`config.mk`:
```
export PLATFORM = sky130hd
export DESIGN_NAME = mtig_top
export DESIGN_NICKNAME = d
export VERILOG_FILES = /design/src/common/mtig_pkg.sv /design/src/logic/mtig_gap_timer.sv /design/src/logic/mtig_top.sv
export VERILOG_INCLUDE_DIRS = /design/src /design/src/common
export SDC_FILE = /design/constraint.sdc
export NUM_CORES = 1
export LEC_CHECK = 0
export ABC_AREA = 1
export BUFFER_PORTS_ARGS = -buffer_cell sky130_fd_sc_hd__buf_4
export CAP_MARGIN = 20
export CORE_MARGIN = 5
export CORE_UTILIZATION = 48
export DETAILED_ROUTE_END_ITERATION = 10
export PLACE_DENSITY = 0.71
export SLEW_MARGIN = 30
export SYNTH_ARGS = -nofsm -noshare
export SYNTH_HDL_FRONTEND = slang
export SYNTH_SLANG_ARGS = --single-unit
```
`constraint.sdc`:
```
create_clock -name pclk -period 4 [get_ports pclk]
set_input_delay 0.4 -clock pclk [delete_from_list [all_inputs] [get_ports pclk]]
set_output_delay 0.4 -clock pclk [all_outputs]
set_load 0.01 [all_outputs]
```
`src/common/mtig_cfg.svh`:
```
// Offsets, field positions, reset values and timing counts of the gap block
`ifndef MTIG_CFG_SVH
`define MTIG_CFG_SVH

// Register byte offsets; the three aliases sit +4, +8, +c from the base
`define MTIG_OFS_GAP     8'h00
`define MTIG_OFS_GAP_CLR 8'h04
`define MTIG_OFS_GAP_SET 8'h08
`define MTIG_OFS_GAP_INV 8'h0c
`define MTIG_OFS_CTRL    8'h10
`define MTIG_OFS_STAT    8'h14
`define MTIG_OFS_GAPCNT  8'h18

// Gap field
`define MTIG_GAP_LSB 0
`define MTIG_GAP_W   7
`define MTIG_GAP_RST 7'h12

// Control fields
`define MTIG_CTRL_FD_BIT  0
`define MTIG_CTRL_SPD_BIT 1
`define MTIG_CTRL_FD_RST  1'b0
`define MTIG_CTRL_SPD_RST 1'b1

// Status fields
`define MTIG_STAT_REM_LSB  0
`define MTIG_STAT_HOLD_BIT 8
`define MTIG_STAT_SEND_BIT 9

// Nibble times added back on top of the gap field
`define MTIG_FD_ADD 8'h03
`define MTIG_HD_ADD 8'h06

// Timing
`define MTIG_CLK_NS     10
`define MTIG_NIB_NS_100 40
`define MTIG_NIB_NS_10  400
`define MTIG_NIB_CYC_100 ((`MTIG_NIB_NS_100 + `MTIG_CLK_NS - 1) / `MTIG_CLK_NS)
`define MTIG_NIB_CYC_10  ((`MTIG_NIB_NS_10 + `MTIG_CLK_NS - 1) / `MTIG_CLK_NS)

// Widths
`define MTIG_CNT_W 8
`define MTIG_DIV_W 6
`define MTIG_GCNT_W 16

`endif

```
`src/common/mtig_pkg.sv`:
```
// Types shared by the transmit gap block
`include "mtig_cfg.svh"

package mtig_pkg;

   typedef enum logic [2:0] {
      MTIG_IDLE = 3'b001,
      MTIG_SEND = 3'b010,
      MTIG_GAP  = 3'b100
   } mtig_phase_t;

   typedef struct packed {
      logic        psel;
      logic        penable;
      logic        pwrite;
      logic [7:0]  paddr;
      logic [31:0] pwdata;
      logic [3:0]  pstrb;
   } mtig_apb_req_t;

   typedef struct packed {
      logic        pready;
      logic [31:0] prdata;
      logic        pslverr;
   } mtig_apb_rsp_t;

   typedef struct packed {
      mtig_apb_rsp_t                rsp;
      logic [`MTIG_GAP_W-1:0]       gap;
      logic                         full_duplex;
      logic                         speed_100;
      mtig_phase_t                  phase;
      logic [`MTIG_DIV_W-1:0]       div;
      logic                         tick;
      logic                         start;
      logic [`MTIG_CNT_W-1:0]       load;
      logic [`MTIG_GCNT_W-1:0]      gap_count;
      logic                         tx_grant;
      logic                         tx_hold;
   } mtig_top_st_t;

endpackage

```
`src/logic/mtig_gap_timer.sv`:
```
// Nibble-time down counter that times one inter-packet gap
`timescale 1ns/1ps
`include "mtig_cfg.svh"

module mtig_gap_timer #(
   parameter int CNT_W = `MTIG_CNT_W
) (
   input  wire logic             pclk,
   input  wire logic             presetn,
   input  wire logic             start,
   input  wire logic [CNT_W-1:0] load,
   input  wire logic             tick,
   output logic      [CNT_W-1:0] remaining,
   output logic                  busy,
   output logic                  done
);

   typedef struct packed {
      logic [CNT_W-1:0] remaining;
      logic             busy;
      logic             done;
   } mtig_tmr_st_t;

   mtig_tmr_st_t st;
   mtig_tmr_st_t next_st;

   // Largest load is the full field plus the half-duplex addition
   if (CNT_W < `MTIG_GAP_W + 1) begin : g_width_check
      $error("mtig_gap_timer: CNT_W too narrow for the gap field plus offset");
   end

   ////////////////////////////////////////////////////////////////////////////
   always_comb begin
      next_st = st;
      next_st.done = 1'b0;
      if (start) begin
         next_st.remaining = load;
         next_st.busy = (load != '0);
         next_st.done = (load == '0);
      end else if (st.busy && tick) begin
         next_st.remaining = st.remaining - 1'b1;
         if (st.remaining == CNT_W'(1)) begin
            next_st.busy = 1'b0;
            next_st.done = 1'b1;
         end
      end
   end

   always_ff @(posedge pclk or negedge presetn) begin
      if (!presetn) begin
         st <= '0;
      end else begin
         st <= next_st;
      end
   end

   assign remaining = st.remaining;
   assign busy = st.busy;
   assign done = st.done;

endmodule

```
`src/logic/mtig_top.sv`:
```
// Transmit inter-packet gap control with its APB register file
//
// Overview of operation
// - Seven-bit gap field, upper bits read zero
// - Enforce minimum idle nibbles after each packet
// - Full duplex adds three nibble times back
// - Half duplex adds six nibble times back
// - Accept 16/32-bit accesses, ignore 8-bit writes
//
// Local design decisions: the APB interface to the registers and the register addresses.
`timescale 1ns/1ps
`include "mtig_cfg.svh"

module mtig_top #(
   parameter int NIB_CYC_100 = `MTIG_NIB_CYC_100,
   parameter int NIB_CYC_10  = `MTIG_NIB_CYC_10
) (
   input  wire logic                    pclk,
   input  wire logic                    presetn,
   input  wire mtig_pkg::mtig_apb_req_t apb_req,
   output mtig_pkg::mtig_apb_rsp_t      apb_rsp,
   input  wire logic                    tx_req,
   input  wire logic                    tx_frame_end,
   output logic                         tx_grant,
   output logic                         tx_hold
);

   ////////////////////////////////////////////////////////////////////////////
   // Elaboration checks

   if (NIB_CYC_100 < 1 || NIB_CYC_100 >= (1 << `MTIG_DIV_W)) begin : g_chk_100
      $error("mtig_top: NIB_CYC_100 out of divider range");
   end

   if (NIB_CYC_10 < 1 || NIB_CYC_10 >= (1 << `MTIG_DIV_W)) begin : g_chk_10
      $error("mtig_top: NIB_CYC_10 out of divider range");
   end

   ////////////////////////////////////////////////////////////////////////////
   // Declarations

   localparam logic [`MTIG_DIV_W-1:0] DIV_LAST_100 = `MTIG_DIV_W'(NIB_CYC_100 - 1);
   localparam logic [`MTIG_DIV_W-1:0] DIV_LAST_10  = `MTIG_DIV_W'(NIB_CYC_10 - 1);

   mtig_pkg::mtig_top_st_t      st;
   mtig_pkg::mtig_top_st_t      next_st;

   logic                        setup_phase;
   logic                        access_done;
   logic                        strb_ok;
   logic                        addr_mapped;
   logic [31:0]                 lane_mask;
   logic [31:0]                 wbits;
   logic [31:0]                 read_word;
   logic [`MTIG_DIV_W-1:0]      div_last;
   logic [`MTIG_CNT_W-1:0]      tmr_remaining;
   logic                        tmr_busy;
   logic                        tmr_done;

   ////////////////////////////////////////////////////////////////////////////
   // Bus decode helpers

   // Only whole words or aligned half words are legal widths
   function automatic logic legal_strobe(input logic [3:0] s);
      legal_strobe = (s == 4'hf) || (s == 4'h3) || (s == 4'hc);
   endfunction

   function automatic logic is_mapped(input logic [7:0] a);
      is_mapped = (a == `MTIG_OFS_GAP) || (a == `MTIG_OFS_GAP_CLR) ||
                  (a == `MTIG_OFS_GAP_SET) || (a == `MTIG_OFS_GAP_INV) ||
                  (a == `MTIG_OFS_CTRL) || (a == `MTIG_OFS_STAT) ||
                  (a == `MTIG_OFS_GAPCNT);
   endfunction

   assign setup_phase = apb_req.psel && !apb_req.penable;
   assign access_done = apb_req.psel && apb_req.penable && st.rsp.pready;
   assign strb_ok     = legal_strobe(apb_req.pstrb);
   assign addr_mapped = is_mapped(apb_req.paddr);

   assign lane_mask = {{8{apb_req.pstrb[3]}}, {8{apb_req.pstrb[2]}},
                       {8{apb_req.pstrb[1]}}, {8{apb_req.pstrb[0]}}};
   assign wbits     = apb_req.pwdata & lane_mask;

   assign div_last = st.speed_100 ? DIV_LAST_100 : DIV_LAST_10;

   ////////////////////////////////////////////////////////////////////////////
   // Read multiplexer

   always_comb begin
      read_word = 32'h0000_0000;
      case (apb_req.paddr)
         `MTIG_OFS_GAP,
         `MTIG_OFS_GAP_CLR,
         `MTIG_OFS_GAP_SET,
         `MTIG_OFS_GAP_INV: begin
            // Aliases read back the field itself; bits 31:7 stay zero
            read_word[`MTIG_GAP_LSB +: `MTIG_GAP_W] = st.gap;
         end
         `MTIG_OFS_CTRL: begin
            read_word[`MTIG_CTRL_FD_BIT]  = st.full_duplex;
            read_word[`MTIG_CTRL_SPD_BIT] = st.speed_100;
         end
         `MTIG_OFS_STAT: begin
            read_word[`MTIG_STAT_REM_LSB +: `MTIG_CNT_W] = tmr_remaining;
            read_word[`MTIG_STAT_HOLD_BIT] = st.tx_hold;
            read_word[`MTIG_STAT_SEND_BIT] = (st.phase == mtig_pkg::MTIG_SEND);
         end
         `MTIG_OFS_GAPCNT: begin
            read_word[`MTIG_GCNT_W-1:0] = st.gap_count;
         end
         default: begin
            read_word = 32'h0000_0000;
         end
      endcase
   end

   ////////////////////////////////////////////////////////////////////////////
   // Next state

   always_comb begin
      next_st = st;
      next_st.tx_grant = 1'b0;
      next_st.start    = 1'b0;
      next_st.tick     = 1'b0;

      // Answer one cycle after setup, so every transfer completes with no wait state
      next_st.rsp.pready = setup_phase;
      if (setup_phase) begin
         next_st.rsp.prdata  = addr_mapped ? read_word : 32'h0000_0000;
         next_st.rsp.pslverr = !addr_mapped;
      end

      // Writes land only at the completing edge; 8-bit strobes leave all alone
      if (access_done && apb_req.pwrite && strb_ok && addr_mapped) begin
         case (apb_req.paddr)
            `MTIG_OFS_GAP: begin
               next_st.gap = (st.gap & ~lane_mask[`MTIG_GAP_W-1:0]) |
                             wbits[`MTIG_GAP_W-1:0];
            end
            `MTIG_OFS_GAP_CLR: begin
               next_st.gap = st.gap & ~wbits[`MTIG_GAP_W-1:0];
            end
            `MTIG_OFS_GAP_SET: begin
               next_st.gap = st.gap | wbits[`MTIG_GAP_W-1:0];
            end
            `MTIG_OFS_GAP_INV: begin
               next_st.gap = st.gap ^ wbits[`MTIG_GAP_W-1:0];
            end
            `MTIG_OFS_CTRL: begin
               if (apb_req.pstrb[0]) begin
                  next_st.full_duplex = apb_req.pwdata[`MTIG_CTRL_FD_BIT];
                  next_st.speed_100   = apb_req.pwdata[`MTIG_CTRL_SPD_BIT];
               end
            end
            `MTIG_OFS_GAPCNT: begin
               // Any legal write clears; a gap ending now still counts
               next_st.gap_count = '0;
            end
            default: begin
               next_st.gap_count = next_st.gap_count;
            end
         endcase
      end

      // Transmit sequencing
      unique case (st.phase)
         mtig_pkg::MTIG_IDLE: begin
            if (tx_req) begin
               next_st.tx_grant = 1'b1;
               next_st.phase    = mtig_pkg::MTIG_SEND;
            end
         end
         mtig_pkg::MTIG_SEND: begin
            if (tx_frame_end) begin
               // Duplex sampled here; a later change waits for the next gap
               next_st.start = 1'b1;
               next_st.load  = `MTIG_CNT_W'(st.gap) +
                               (st.full_duplex ? `MTIG_FD_ADD : `MTIG_HD_ADD);
               next_st.div   = '0;
               next_st.phase = mtig_pkg::MTIG_GAP;
            end
         end
         mtig_pkg::MTIG_GAP: begin
            // Nibble divider restarts at packet end so the gap starts on a boundary
            if (st.div == div_last) begin
               next_st.div  = '0;
               next_st.tick = 1'b1;
            end else begin
               next_st.div = st.div + 1'b1;
            end
            if (tmr_done) begin
               next_st.phase     = mtig_pkg::MTIG_IDLE;
               next_st.div       = '0;
               next_st.tick      = 1'b0;
               next_st.gap_count = next_st.gap_count + 1'b1;
            end
         end
      endcase

      // Held from packet end until the last gap nibble has elapsed
      next_st.tx_hold = (next_st.phase == mtig_pkg::MTIG_GAP);
   end

   ////////////////////////////////////////////////////////////////////////////
   // State register

   always_ff @(posedge pclk or negedge presetn) begin
      if (!presetn) begin
         st             <= '0;
         st.gap         <= `MTIG_GAP_RST;
         st.full_duplex <= `MTIG_CTRL_FD_RST;
         st.speed_100   <= `MTIG_CTRL_SPD_RST;
         st.phase       <= mtig_pkg::MTIG_IDLE;
      end else begin
         st <= next_st;
      end
   end

   ////////////////////////////////////////////////////////////////////////////
   // Gap timer

   mtig_gap_timer #(
      .CNT_W     (`MTIG_CNT_W)
   ) u_gap_timer (
      .pclk      (pclk),
      .presetn   (presetn),
      .start     (st.start),
      .load      (st.load),
      .tick      (st.tick),
      .remaining (tmr_remaining),
      .busy      (tmr_busy),
      .done      (tmr_done)
   );

   // Busy is not used, not even in status; the phase already mirrors it
   logic unused_busy;
   assign unused_busy = tmr_busy;

   ////////////////////////////////////////////////////////////////////////////
   // Outputs, all straight from the state register

   assign apb_rsp  = st.rsp;
   assign tx_grant = st.tx_grant;
   assign tx_hold  = st.tx_hold;

endmodule

```
## Word-level counts from Yosys, hierarchy flattened

Index checks and enable logic that the tools add are counted.
Widths: inputs -> output; s select.

- Bitwise gates (word level): 8
- Equal/unequal tests: 16
- Add/sub/neg operators: 4
- Reduce and logical (&&, ||, !) cells: 30
- Mux-type cells: 27

Operators by type and width:

| kind | count |
|---|---|
| $mux 16 | 5 |
| $mux 10 | 3 |
| $pmux 7 s4 | 1 |
| $mux 9 | 3 |
| $eq 8x5->1 const B | 3 |
| $and 7x7->7 | 3 |
| $mux 6 | 3 |
| $add 16x1->16 const B | 1 |
| $eq 8x4->1 const B | 2 |
| $logic_not 8->1 | 2 |
| $pmux 5 s3 | 1 |
| $not 7->7 | 2 |
| $or 7x7->7 | 2 |
| $pmux 6 s2 | 1 |
| $pmux 3 s3 | 1 |
| $add 7x3->8 | 1 |
| $eq 4x4->1 const B | 2 |
| $eq 8x1->1 const B | 1 |
| $eq 8x3->1 const B | 1 |
| $logic_or 1x1->1 | 8 |
| $pmux 2 s4 | 1 |
| $reduce_and 2->1 | 4 |
| $reduce_bool 8->1 | 1 |
| $sub 8x1->8 const B | 1 |
| other kinds (18) | 32 |

- Input port bits: 51
- Word-level logic and storage cells: 102
- Output and inout bits: 36
- Flip-flop bits (word level): 90

## Longest topological paths before layout

Gate-level depths: netlist (run 1).

- Depth in word-level cells: 12
- Gate-level depth with buffers: 21

## By module

From an unflattened synthesis (run 1), not the netlist that was laid out.

- Cell total of the unflattened synthesis: 594
- Area total of the unflattened synthesis: 4623.2 um2

Modules (own cells, without submodules):

| module | area each (um2) | sequential area each (um2) | instances | cells an instance |
|---|---|---|---|---|
| mtig_top | 3965.1 | 1606.5 | 1 | 498 |
| mtig_gap_timer | 658.1 | 250.2 | 1 | 96 |

## Worst setup path before layout (run 1)

OpenSTA, ideal clock, no wires.

- Path type: in2reg
- Start: input apb_req[43] in the netlist's numbering
- End: register st[16] in the netlist's numbering
- Stages: 20
- Setup time: 0.122 ns
- Slack: 1.503 ns
- Data arrival time: 2.375 ns
- Cell sequence: clkinv_1 -> nand2_2 -> nor2_4 -> nand2_4 -> nand2_2 -> nor2_4 -> nand3_2 -> nand3_2 -> buf_6 -> buf_6 -> nand2_1 -> inv_1 -> ha_1 -> inv_1 -> nor3_1 -> nand3_2 -> nor2_4 -> nand3_2 -> nor3_1 -> nor2_1

RTL lines:

| element | RTL line | RTL |
|---|---|---|
| start, declared | mtig_top.sv:20 | `input wire mtig_pkg::mtig_apb_req_t apb_req,` |
| end signal, assigned | mtig_top.sv:215 | `st <= next_st;` |
| end, declared | mtig_top.sv:45 | `mtig_pkg::mtig_top_st_t st;` |

==> summary.txt, run 1 <==
Status
  • Outcome: complete, no violations

Pwr
  • Total power: 1.96 mW
  • Maximum VDD drop: 0.000154 V
  • Leakage: 2.38 nW
  • Pwr/cell area: 407 mW/mm2

Global routing
  • First-pass GRT wire length: 16.5 mm
  • Grt total ovfl: 0
  • Antenna violations before repair: 0
  • Number of global-route vias before repair: 3511
  • Largest net degree at the start of global routing: 75
  • GRT Resource Usage Total: 18.0%

Min path
  • HP Class: input pin to async pin

Setup path
  • Crit end category: flip-flop
  • Reg-to-reg slack, setup: 1.60 ns
  • FF-to-FF path depth: 14
  • Crit path max fanout: 12
  • Setup crit start kind: input pin
  • Worst setup path startpoint: apb_req[43]
  • CP Data Arrival Time: 2.94 ns
  • Critical R2R Launch: apb_rsp[33]
  • Worst R2R End: st[16]
  • Critical Path RT: 4.24 ns
  • Crit path kind: input pin to flip-flop
  • CP Capture Point: st[16]

STA
  • Max-slew violations: 0
  • Fmax: 0.371 GHz
  • Hold Fails Final Rpt: 0
  • Slew margin rel.: 45.7%
  • Setup Skew: 0.0116 ns
  • Final period util: 67.5%
  • Setup TNS: 0 ns
  • Final setup fails: 0
  • Worst-margin pin slew: 0.812 ns
  • Unrepaired setup endpoints after global routing: false
  • Clock period minus worst slack: 2.70 ns

Synth
  • Top-area cell type share of the netlist area: 40.2%
  • Yosys warns: 0
  • Synth Area in Compound Gates: 12.8%
  • XOR/XNOR share of the synthesized area: 3.42%
  • Mux cell area share after synthesis: 0.517%
  • Top post-synthesis cells by area: dfrtp_1 (40%), nand2_1 (10%), inv_1 (6.2%)
  • Synth Register Bits: 74
  • Post-synthesis cell type count: 43
  • Post-synthesis cell count: 542
  • Yosys top cell by area: dfrtp_1
  • Combinational family with the most area after synthesis: simple AND/OR/NAND/NOR gates
  • Syn_area_per_cell: 8.04 um2
  • Synthesized area: 0.00436 mm2
  • Seq/Total Area, Yosys: 42.6%
  • Simple-gate share of the synthesized area: 22.7%
  • Synth Area in Adders: 4.02%

Finish
  • ANT cells: 0
  • Fraction of layout cells with a size suffix above 1: 16.6%
  • Area grow syn2layout: 10.9%
  • Commonest non-fill, non-tap cell in the layout: nand2_1
  • Most frequent cells in the layout: nand2_1 (119), inv_1 (72), dfrtp_1 (70)
  • Final net count: 639

Place
  • Placer Congestion: 0.833
  • Port bufs: 45
  • Hpwl dp: 7.24 mm

Floorplan
  • Die width: 105 um
  • # IOs: 87
  • Die area: 0.0111 mm2
  • Initial core utilization: 49.7%
  • Core ar.: 0.00876 mm2
  • Die height: 105 um
  • # rows: 34

Drt
  • Average wire per standard cell: 13.9 um
  • Initial DRT Pass Iterations: 5
  • Total wire length: 9.55 mm
  • Vias per cell: 5.23
  • DR vias: 3594
  • Drt drc: 0
  • Final ANT Viol Nets: 0
  • Initial DRC count: 176

Clocking
  • # hold bufs at CTS: 0
  • Setup bufs post-CTS: 0
  • H-Tree Depth: 3
  • Clk_lat worst skew: 0.35 ns
  • CTS Buf Count: 9
  • Clock sinks: 74
  • Root buffer cell: clkbuf_8
  • Clock slew seen by the registers of the worst setup and hold paths: 0.08 ns
  • Clock Path Buffers: 2
  • CTS tree: done
  • Resized Gates After CTS: 0

Flow run
  • MaxCap Viol Count: 0
-- synthesized netlist by cell type (all sizes together) --
cell type and count:
a21boi 1, o311ai 1, nand2 124, clkbuf 5
o31ai 4, nand3b 1, nand3 25, buf 38
dfrtp 70, a31o 1, a41oi 1, nor4 4
xnor2 4, inv 77, a22oi 1, clkinv 2
ha 14, a32o 1, nor2 42, o21ai 46
o211ai 9, or2 2, a221oi 2, mux2 2
o21bai 1, a21oi 13, dfstp 4, xor2 13
o221ai 5, nor3 13, conb 1, nand4 8
o22ai 7
-- kinds of logic after synthesis --
logic type,count (synthesis)
adder cells (fa/ha/maj),14
buffers and inverters,122
AND/OR/NAND/NOR,219
XOR/XNOR,17
flip-flops,74
multiplexers,2
other,1
AO/OA/AOI/OAI,93
-- worst min path at each step --
stage | to | slack (ns) | cells after the start
finish | st[41] | 0.04 | 1
detailed placement | apb_rsp[2] | 0.47 | 2
CTS | st[41] | 0.22 | 1
floorplan | apb_rsp[0] | 0.10 | 0
global route | st[41] | 0.1 | 1
global placement | tx_grant | 0.46 | 1
-- critical path, cell delays in order --
cell and delay (ns):
buf_4 0.08, clkinv_1 0.06, nand2_2 0.10, nor3_2 0.05
buf_4 0.15, nand2_1 0.33, inv_1 0.23, nand3_2 0.26
nand2_1 0.15, inv_1 0.08, ha_1 0.13, inv_1 0.05
nor3_1 0.24, nand3_2 0.15, nor2_4 0.16, nand3_2 0.11
nor3_1 0.14, nor2_1 0.07
-- layer usage --
metal / track usage [%] / routed length, um / vias up
met5: 0 / 0 / -
met4: 5.39 / 93 / 0
met3: 3.97 / 574 / 8
met2: 28.3 / 4430 / 96
met1: 24.9 / 4450 / 1705
li1: - / - / 1785
-- sequential cells by signal, summed over array words and instances (netlist names) --
| name | cells |
|---|---|
| u_gap_timer.busy | 1 |
| u_gap_timer.remaining | 8 |
| apb_rsp | 18 |
| st | 44 |
| tx_hold | 1 |
| tx_grant | 1 |
| u_gap_timer.done | 1 |
-- final cells by class --
class	count	area (um2)
Fill cell	786	3930
Multi-Input combinational cell	361	1950
Sequential cell	74	1860
Timing Repair Buffer	49	372
Inverter	79	297
Tap cell	108	135
Clock buffer	10	128
Clock inverter	6	90.1
-- power by group --
group	leakage (nW)	total (mW)	switching [mW]	internal (mW)
logic	1.32	0.431	0.273	0.158
registers	0.952	0.888	0.0597	0.829
clock network	0.107	0.645	0.291	0.354
total	2.38	1.96	0.624	1.34
-- through the flow --
stage | hold WS [ns] | std cells | utilization (%) | cell area (um2) | setup slack, ns
after floorplan | 0.104 | 557 | - | 4410 | 1.50
after global placement | 0.456 | 671 | 52.6 | 4610 | 0.994
after detailed placement | 0.470 | 671 | 52.6 | 4610 | 0.897
after CTS | 0.225 | 687 | 55.1 | 4830 | 1.27
after global routing | 0.0973 | 687 | 55.1 | 4830 | 1.06
final | 0.0425 | 687 | 55.1 | 4830 | 1.30
(Power assumes the default switching activity.)
==> inputs of run 2 (changes only) <==
Settings changed: PLACE_DENSITY 0.71 to 0.74.
Clock period 4 ns to 2.3 ns, I/O delays scaled along.
==> summary.txt, run 2 (synthesis results as in run 1) <==
Clocking
  • Root buffer cell: clkbuf_8
  • # hold bufs at CTS: 1 (+1)
  • H-Tree Depth: 3 (unchanged)
  • Clock Path Buffers: 2 (unchanged)
  • Setup bufs post-CTS: 0 (unchanged)
  • Clk_lat worst skew: 0.35 ns (about the same)
  • Clock slew seen by the registers of the worst setup and hold paths: 0.08 ns (about the same)
  • Clock sinks: 74 (unchanged)
  • CTS tree: done
  • CTS Buf Count: 9 (unchanged)
  • Resized Gates After CTS: 0 (unchanged)

Finish
  • ANT cells: 0 (unchanged)
  • Non-Filler Instances: 697 (+1.5%)
  • Commonest non-fill, non-tap cell in the layout: nand2_1
  • Register name with the most flops: st
  • Most frequent cells in the layout: nand2_1 (119), inv_1 (72), dfrtp_1 (70)
  • Area grow syn2layout: 12.9%
  • Max FFs per register: 44 (unchanged)
  • Fraction of layout cells with a size suffix above 1: 18.0% (+1.4 points)
  • Fin area: 0.00492 mm2 (+1.8%)
  • Multi-input logic area: 0.00196 mm2 (+0.26%)
  • FILL cells: 796 (+1.3%)
  • Seq. cell area: 0.00186 mm2 (unchanged)
  • Final net count: 650 (+1.7%)

Pwr
  • Clk network pwr share: 31.8% (-1.0 points)
  • Pwr/cell area: 691 mW/mm2 (+70%)
  • Maximum VDD drop: 0.000297 V (+93%)
  • Sequential cell fraction of total power: 45.6% (+0.4 points)
  • Internal: 2.33 mW (+74%)
  • Leakage: 2.43 nW (+2.0%)
  • Combinational cell fraction of total power: 22.6% (+0.6 points)
  • Switching Share: 31.5% (-0.29 points)
  • Switching component of the power: 1.07 mW (+71%)

STA
  • Clock period minus worst slack: 2.08 ns
  • Fmax: 0.481 GHz
  • Final setup fails: 0 (unchanged)
  • Slew margin rel.: 57.1% (+11 points)
  • Unrepaired setup endpoints after global routing: false
  • Max-slew violations: 0 (unchanged)
  • Final period util: 90.4%
  • Hold Fails Final Rpt: 0 (unchanged)
  • Setup TNS: 0 ns (unchanged)
  • Worst-margin pin slew: 0.639 ns (-0.173 ns)
  • Setup Skew: 0.0118 ns (+0.000203 ns)

Setup path
  • Crit end category: flip-flop
  • CP Data Arrival Time: 2.33 ns (-0.61 ns)
  • Critical Path RT: 2.55 ns (-1.69 ns)
  • Crit path kind: flip-flop to flip-flop
  • Crit path max fanout: 4 (-8)
  • Setup crit start kind: flip-flop

Global routing
  • Largest net degree at the start of global routing: 44 (-41%)
  • First-pass GRT wire length: 16.4 mm (-0.76%)
  • GRT Resource Usage Total: 17.8% (-0.22 points)
  • Number of global-route vias before repair: 3577 (+1.9%)
  • Grt total ovfl: 0 (unchanged)
  • Antenna violations before repair: 0 (unchanged)

Place
  • Port bufs: 45 (unchanged)
  • Placer Congestion: 0.861 (+3.4%)
  • Hpwl dp: 7.52 mm (+3.8%)
  • DP Area: 0.00470 mm2 (+2.0%)
  • Placed cell count: 681 (+1.5%)

Drt
  • Average wire per standard cell: 14.0 um (+0.73%)
  • Total wire length: 9.76 mm (+2.2%)
  • Final ANT Viol Nets: 0 (unchanged)
  • DR vias: 3639 (+1.3%)
  • Initial DRC count: 157 (-11%)
  • Initial DRT Pass Iterations: 4 (-1)
  • Vias per cell: 5.22 (-0.20%)
  • Drt drc: 0 (unchanged)

Floorplan
  • Initial core utilization: 49.7% (unchanged)
  • Die area: 0.0111 mm2 (unchanged)
  • Die width: 105 um (unchanged)
  • Core ar.: 0.00876 mm2 (unchanged)
  • # rows: 34 (unchanged)
  • # IOs: 87 (unchanged)
  • Die height: 105 um (unchanged)

Flow run
  • MaxCap Viol Count: 0 (unchanged)

Min path
  • HP Class: input pin to flip-flop

Status
  • Outcome: complete, no violations
## run 2: layout make-up
class,count,share of cell area (%)
clock buffers,10,2.59
multi-input cells,361,39.8
inverters,79,6.03
flip-flops and latches,74,37.8
repair buffers,60,9.46
well taps,108,2.75
clock inverters,5,1.63
## run 2: path summary, 6_finish.rpt
path,cells after the start,slack (ns),startpoint,to
setup / recovery,14,0.22,apb_rsp[33],st[16]
hold / removal,2,0.07,tx_req,st[34]
setup reg to reg,14,0.22,apb_rsp[33],st[16]
hold reg to reg,1,0.48,st[35],tx_grant
max in group asynchronous,3,1.34,presetn,apb_rsp[10]
min in group asynchronous,2,0.38,presetn,st[41]
## run 2: metal layers
metal | track usage (%) | up-vias | part of all wire [%]
li1 | - | 1809 | -
met1 | 23.9 | 1687 | 45
met2 | 28.0 | 129 | 46
met3 | 3.55 | 14 | 6.8
met4 | 7.21 | 0 | 1.7
met5 | 0 | - | 0
## run 2: worst max-delay path: stages, from the launching register on
cell     delay [ns]
dfrtp_1        0.43
nand4_1        0.11
nor3_1         0.06
buf_4          0.14
nand3_2        0.09
nand2_1        0.10
inv_1          0.07
ha_1           0.13
inv_1          0.05
nor3_2         0.19
nand3_2        0.13
nor2_4         0.16
nand3_2        0.11
nor3_1         0.14
nor2_1         0.06
## run 2: power groups by stage
stage,combinational [mW],clock (mW),sequential [mW]
5_1_grt,0.861,1.14,1.56
6_report,0.768,1.08,1.55
3_5_place_dp,0.756,0,1.57
4_1_cts,0.768,1.10,1.55
2_1_floorplan,0.562,0,1.54
3_3_place_gp,0.730,0,1.56
## run 2: stage by stage
step	hold WS, ns	total power [mW]	util, %	worst slack (ns)
4_1_cts	0.0602	3.41	56.1	0.198
3_5_place_dp	0.208	2.33	53.6	0.0261
6_report	0.0694	3.40	56.1	0.221
5_1_grt	0.0982	3.57	56.1	0.0191
2_1_floorplan	-0.0656	2.11	-	0.0101
3_3_place_gp	0.203	2.29	53.6	0.0937
==> inputs of run 3 (changes only) <==
Settings changed: CORE_ASPECT_RATIO from default to 1.5, CORE_MARGIN 5 to default.
==> summary.txt, run 3 (synthesis results as in run 1) <==
Finish
  • Final net count: 650 (unchanged)
  • FILL cells: 823 (+3.4%)
  • Register name with the most flops: st
  • Most frequent cells in the layout: nand2_1 (119), inv_1 (72), dfrtp_1 (70)
  • Commonest non-fill, non-tap cell in the layout: nand2_1
  • Fraction of layout cells with a size suffix above 1: 18.0% (-0.031 points)
  • Seq. cell area: 0.00186 mm2 (unchanged)
  • Max FFs per register: 44 (unchanged)
  • ANT cells: 0 (unchanged)
  • Multi-input logic area: 0.00196 mm2 (unchanged)
  • Area grow syn2layout: 14.5%

STA
  • Hold Fails Final Rpt: 0 (unchanged)
  • Worst-margin pin slew: 0.680 ns (+0.0409 ns)
  • Clock period minus worst slack: 2.07 ns (-0.00735 ns)
  • Setup Skew: 0.00795 ns (-0.00389 ns)
  • Min setup slack post-route: 0.228 ns (+0.00735 ns)
  • Slew margin rel.: 54.7% (-2.5 points)
  • Max-slew violations: 0 (unchanged)
  • Setup TNS: 0 ns (unchanged)
  • Final period util: 90.1% (-0.32 points)
  • Final setup fails: 0 (unchanged)
  • Fmax: 0.483 GHz (+0.35%)
  • Unrepaired setup endpoints after global routing: false

Pwr
  • Clk network pwr share: 36.1% (+4.3 points)
  • Total power: 3.64 mW (+7.1%)
  • Maximum VDD drop: 0.000382 V (+29%)
  • Combinational cell fraction of total power: 21.3% (-1.3 points)
  • Internal: 2.55 mW (+9.6%)
  • Sequential cell fraction of total power: 42.6% (-3.0 points)
  • Leakage: 2.47 nW (+1.7%)
  • Switching component of the power: 1.09 mW (+1.8%)
  • Pwr/cell area: 730 mW/mm2 (+5.6%)
  • Switching Share: 29.9% (-1.6 points)

Drt
  • Final ANT Viol Nets: 0 (unchanged)
  • Average wire per standard cell: 13.2 um (-5.9%)
  • Initial DRT Pass Iterations: 4 (unchanged)
  • Initial DRC count: 285 (+82%)
  • Vias per cell: 5.18 (-0.81%)
  • Drt drc: 0 (unchanged)
  • DR vias: 3625 (-0.38%)
  • Total wire length: 9.23 mm (-5.5%)

Floorplan
  • Die area: 0.00947 mm2 (-15%)
  • Core ar.: 0.00883 mm2 (+0.74%)
  • Initial core utilization: 49.3% (-0.37 points)
  • # rows: 42 (+24%)
  • Die width: 79.8 um (-24%)
  • # IOs: 87 (unchanged)
  • Die height: 119 um (+13%)

Setup path
  • Worst Path Buf+Inv: 3 (unchanged)
  • Critical Path RT: 2.51 ns (-0.04 ns)
  • Crit path kind: flip-flop to flip-flop
  • Crit path max fanout: 4 (unchanged)
  • Crit end category: flip-flop
  • Critical path, cell by cell: nand4_1 -> nor3_1 -> buf_4 -> nand3_2 -> nand2_1 -> inv_1 -> ha_1 -> inv_1 -> nor3_2 -> nand3_2 -> nor2_4 -> nand3_2 -> nor3_1 -> nor2_1
  • CP delay by family, top: simple AND/OR/NAND/NOR gates
  • CP Data Arrival Time: 2.28 ns (-0.05 ns)
  • Slowest cell on crit path: dfrtp_1
  • Worst setup path startpoint: apb_rsp[33]
  • Cell repeated most along the worst path: nand3_2
  • CP max stage delay: 0.38 ns (-0.05 ns)
  • Setup crit start kind: flip-flop
  • Critical R2R Launch: apb_rsp[33]

Place
  • Place WS: 0.00680 ns (-0.0193 ns)
  • Hpwl dp: 7.07 mm (-5.9%)
  • Placer Congestion: 0.888 (+3.2%)
  • Port bufs: 45 (unchanged)

Clocking
  • Clk_lat worst skew: 0.33 ns (-0.02 ns)
  • Clock slew seen by the registers of the worst setup and hold paths: 0.05 ns (-0.03 ns)
  • Clock Path Buffers: 2 (unchanged)
  • Root buffer cell: clkbuf_16
  • CTS Buf Count: 9 (unchanged)
  • H-Tree Depth: 3 (unchanged)
  • Clock sinks: 74 (unchanged)
  • CTS tree: done
  • Setup bufs post-CTS: 0 (unchanged)

Status
  • Outcome: complete, no violations

Global routing
  • Largest net degree at the start of global routing: 75 (+70%)
  • Grt total ovfl: 0 (unchanged)
  • First-pass GRT wire length: 15.8 mm (-3.4%)
  • Antenna violations before repair: 0 (unchanged)
  • Number of global-route vias before repair: 3496 (-2.3%)
  • GRT Resource Usage Total: 21.6% (+3.9 points)

Min path
  • HP Class: input pin to flip-flop
  • Hold Crit Start: tx_req

Flow run
  • MaxCap Viol Count: 0 (unchanged)
[run 3: cell count changes in the layout (fill, tap and decap cells not counted)]
| cell | before | now |
|---|---|---|
| clkbuf_16 | 0 | 9 |
| clkbuf_8 | 9 | 3 |
| bufinv_16 | 2 | 0 |
| clkinvlp_4 | 2 | 0 |
| buf_12 | 1 | 0 |
| buf_6 | 0 | 1 |
| clkbuf_1 | 1 | 2 |
| clkinv_2 | 1 | 2 |
[run 3: worst reg2reg max path, delay by kind of cell (launching register included)]
family,cells,cell delay (ns)
adder cells (fa/ha/maj),1,0.13
buffers and inverters,3,0.27
flip-flops,1,0.38
AND/OR/NAND/NOR,10,1.15
[run 3: timing repair]
item,4_1_cts,5_1_grt
gates resized for setup,0,0
hold endpoints to repair,0,62
hold buffers,0,1
[run 3: power by group through the flow]
| stage | registers [mW] | clock network (mW) | logic (mW) |
|---|---|---|---|
| 2_1_floorplan | 1.54 | 0 | 0.562 |
| 3_3_place_gp | 1.56 | 0 | 0.752 |
| 3_5_place_dp | 1.57 | 0 | 0.773 |
| 4_1_cts | 1.55 | 1.34 | 0.782 |
| 5_1_grt | 1.57 | 1.39 | 0.903 |
| 6_report | 1.55 | 1.31 | 0.775 |
[run 3: area by class of cell]
type                    count  area share [%]
repair buffers             60            9.15
well taps                 110            2.76
clock buffers              14            5.49
clock inverters             2           0.201
inverters                  79            5.94
multi-input cells         361            39.2
flip-flops and latches     74            37.2
[run 3: path summary, 6_finish.rpt]
check	to	slack [ns]	depth (start not counted)
worst max-delay path	st[16]	0.23	14
worst min-delay path	st[34]	0.1	2
worst max register to register	st[16]	0.23	14
worst min register to register	tx_grant	0.46	1
max in group asynchronous	apb_rsp[6]	1.34	2
min in group asynchronous	u_gap_timer.remaining[5]	0.47	2
[run 3: per-layer routing]
metal  global-route usage (%)  share of wire, %  vias up
met2                     37.4                51      111
met3                     4.40               4.6       17
li1                         -                 -     1806
met4                     9.82               3.0        0
met1                     25.1                41     1691
met5                        0                 0        -
[run 3: per-stage QoR]
stage | area [um2] | cells | utilization (%) | hold WS (ns)
after floorplan | 4420 | 557 | - | -0.0656
after global placement | 4690 | 683 | 53.1 | 0.402
after detailed placement | 4690 | 683 | 53.1 | 0.433
after CTS | 4970 | 699 | 56.3 | 0.0811
after global routing | 4990 | 700 | 56.5 | 0.0848
final | 4990 | 700 | 56.5 | 0.0998
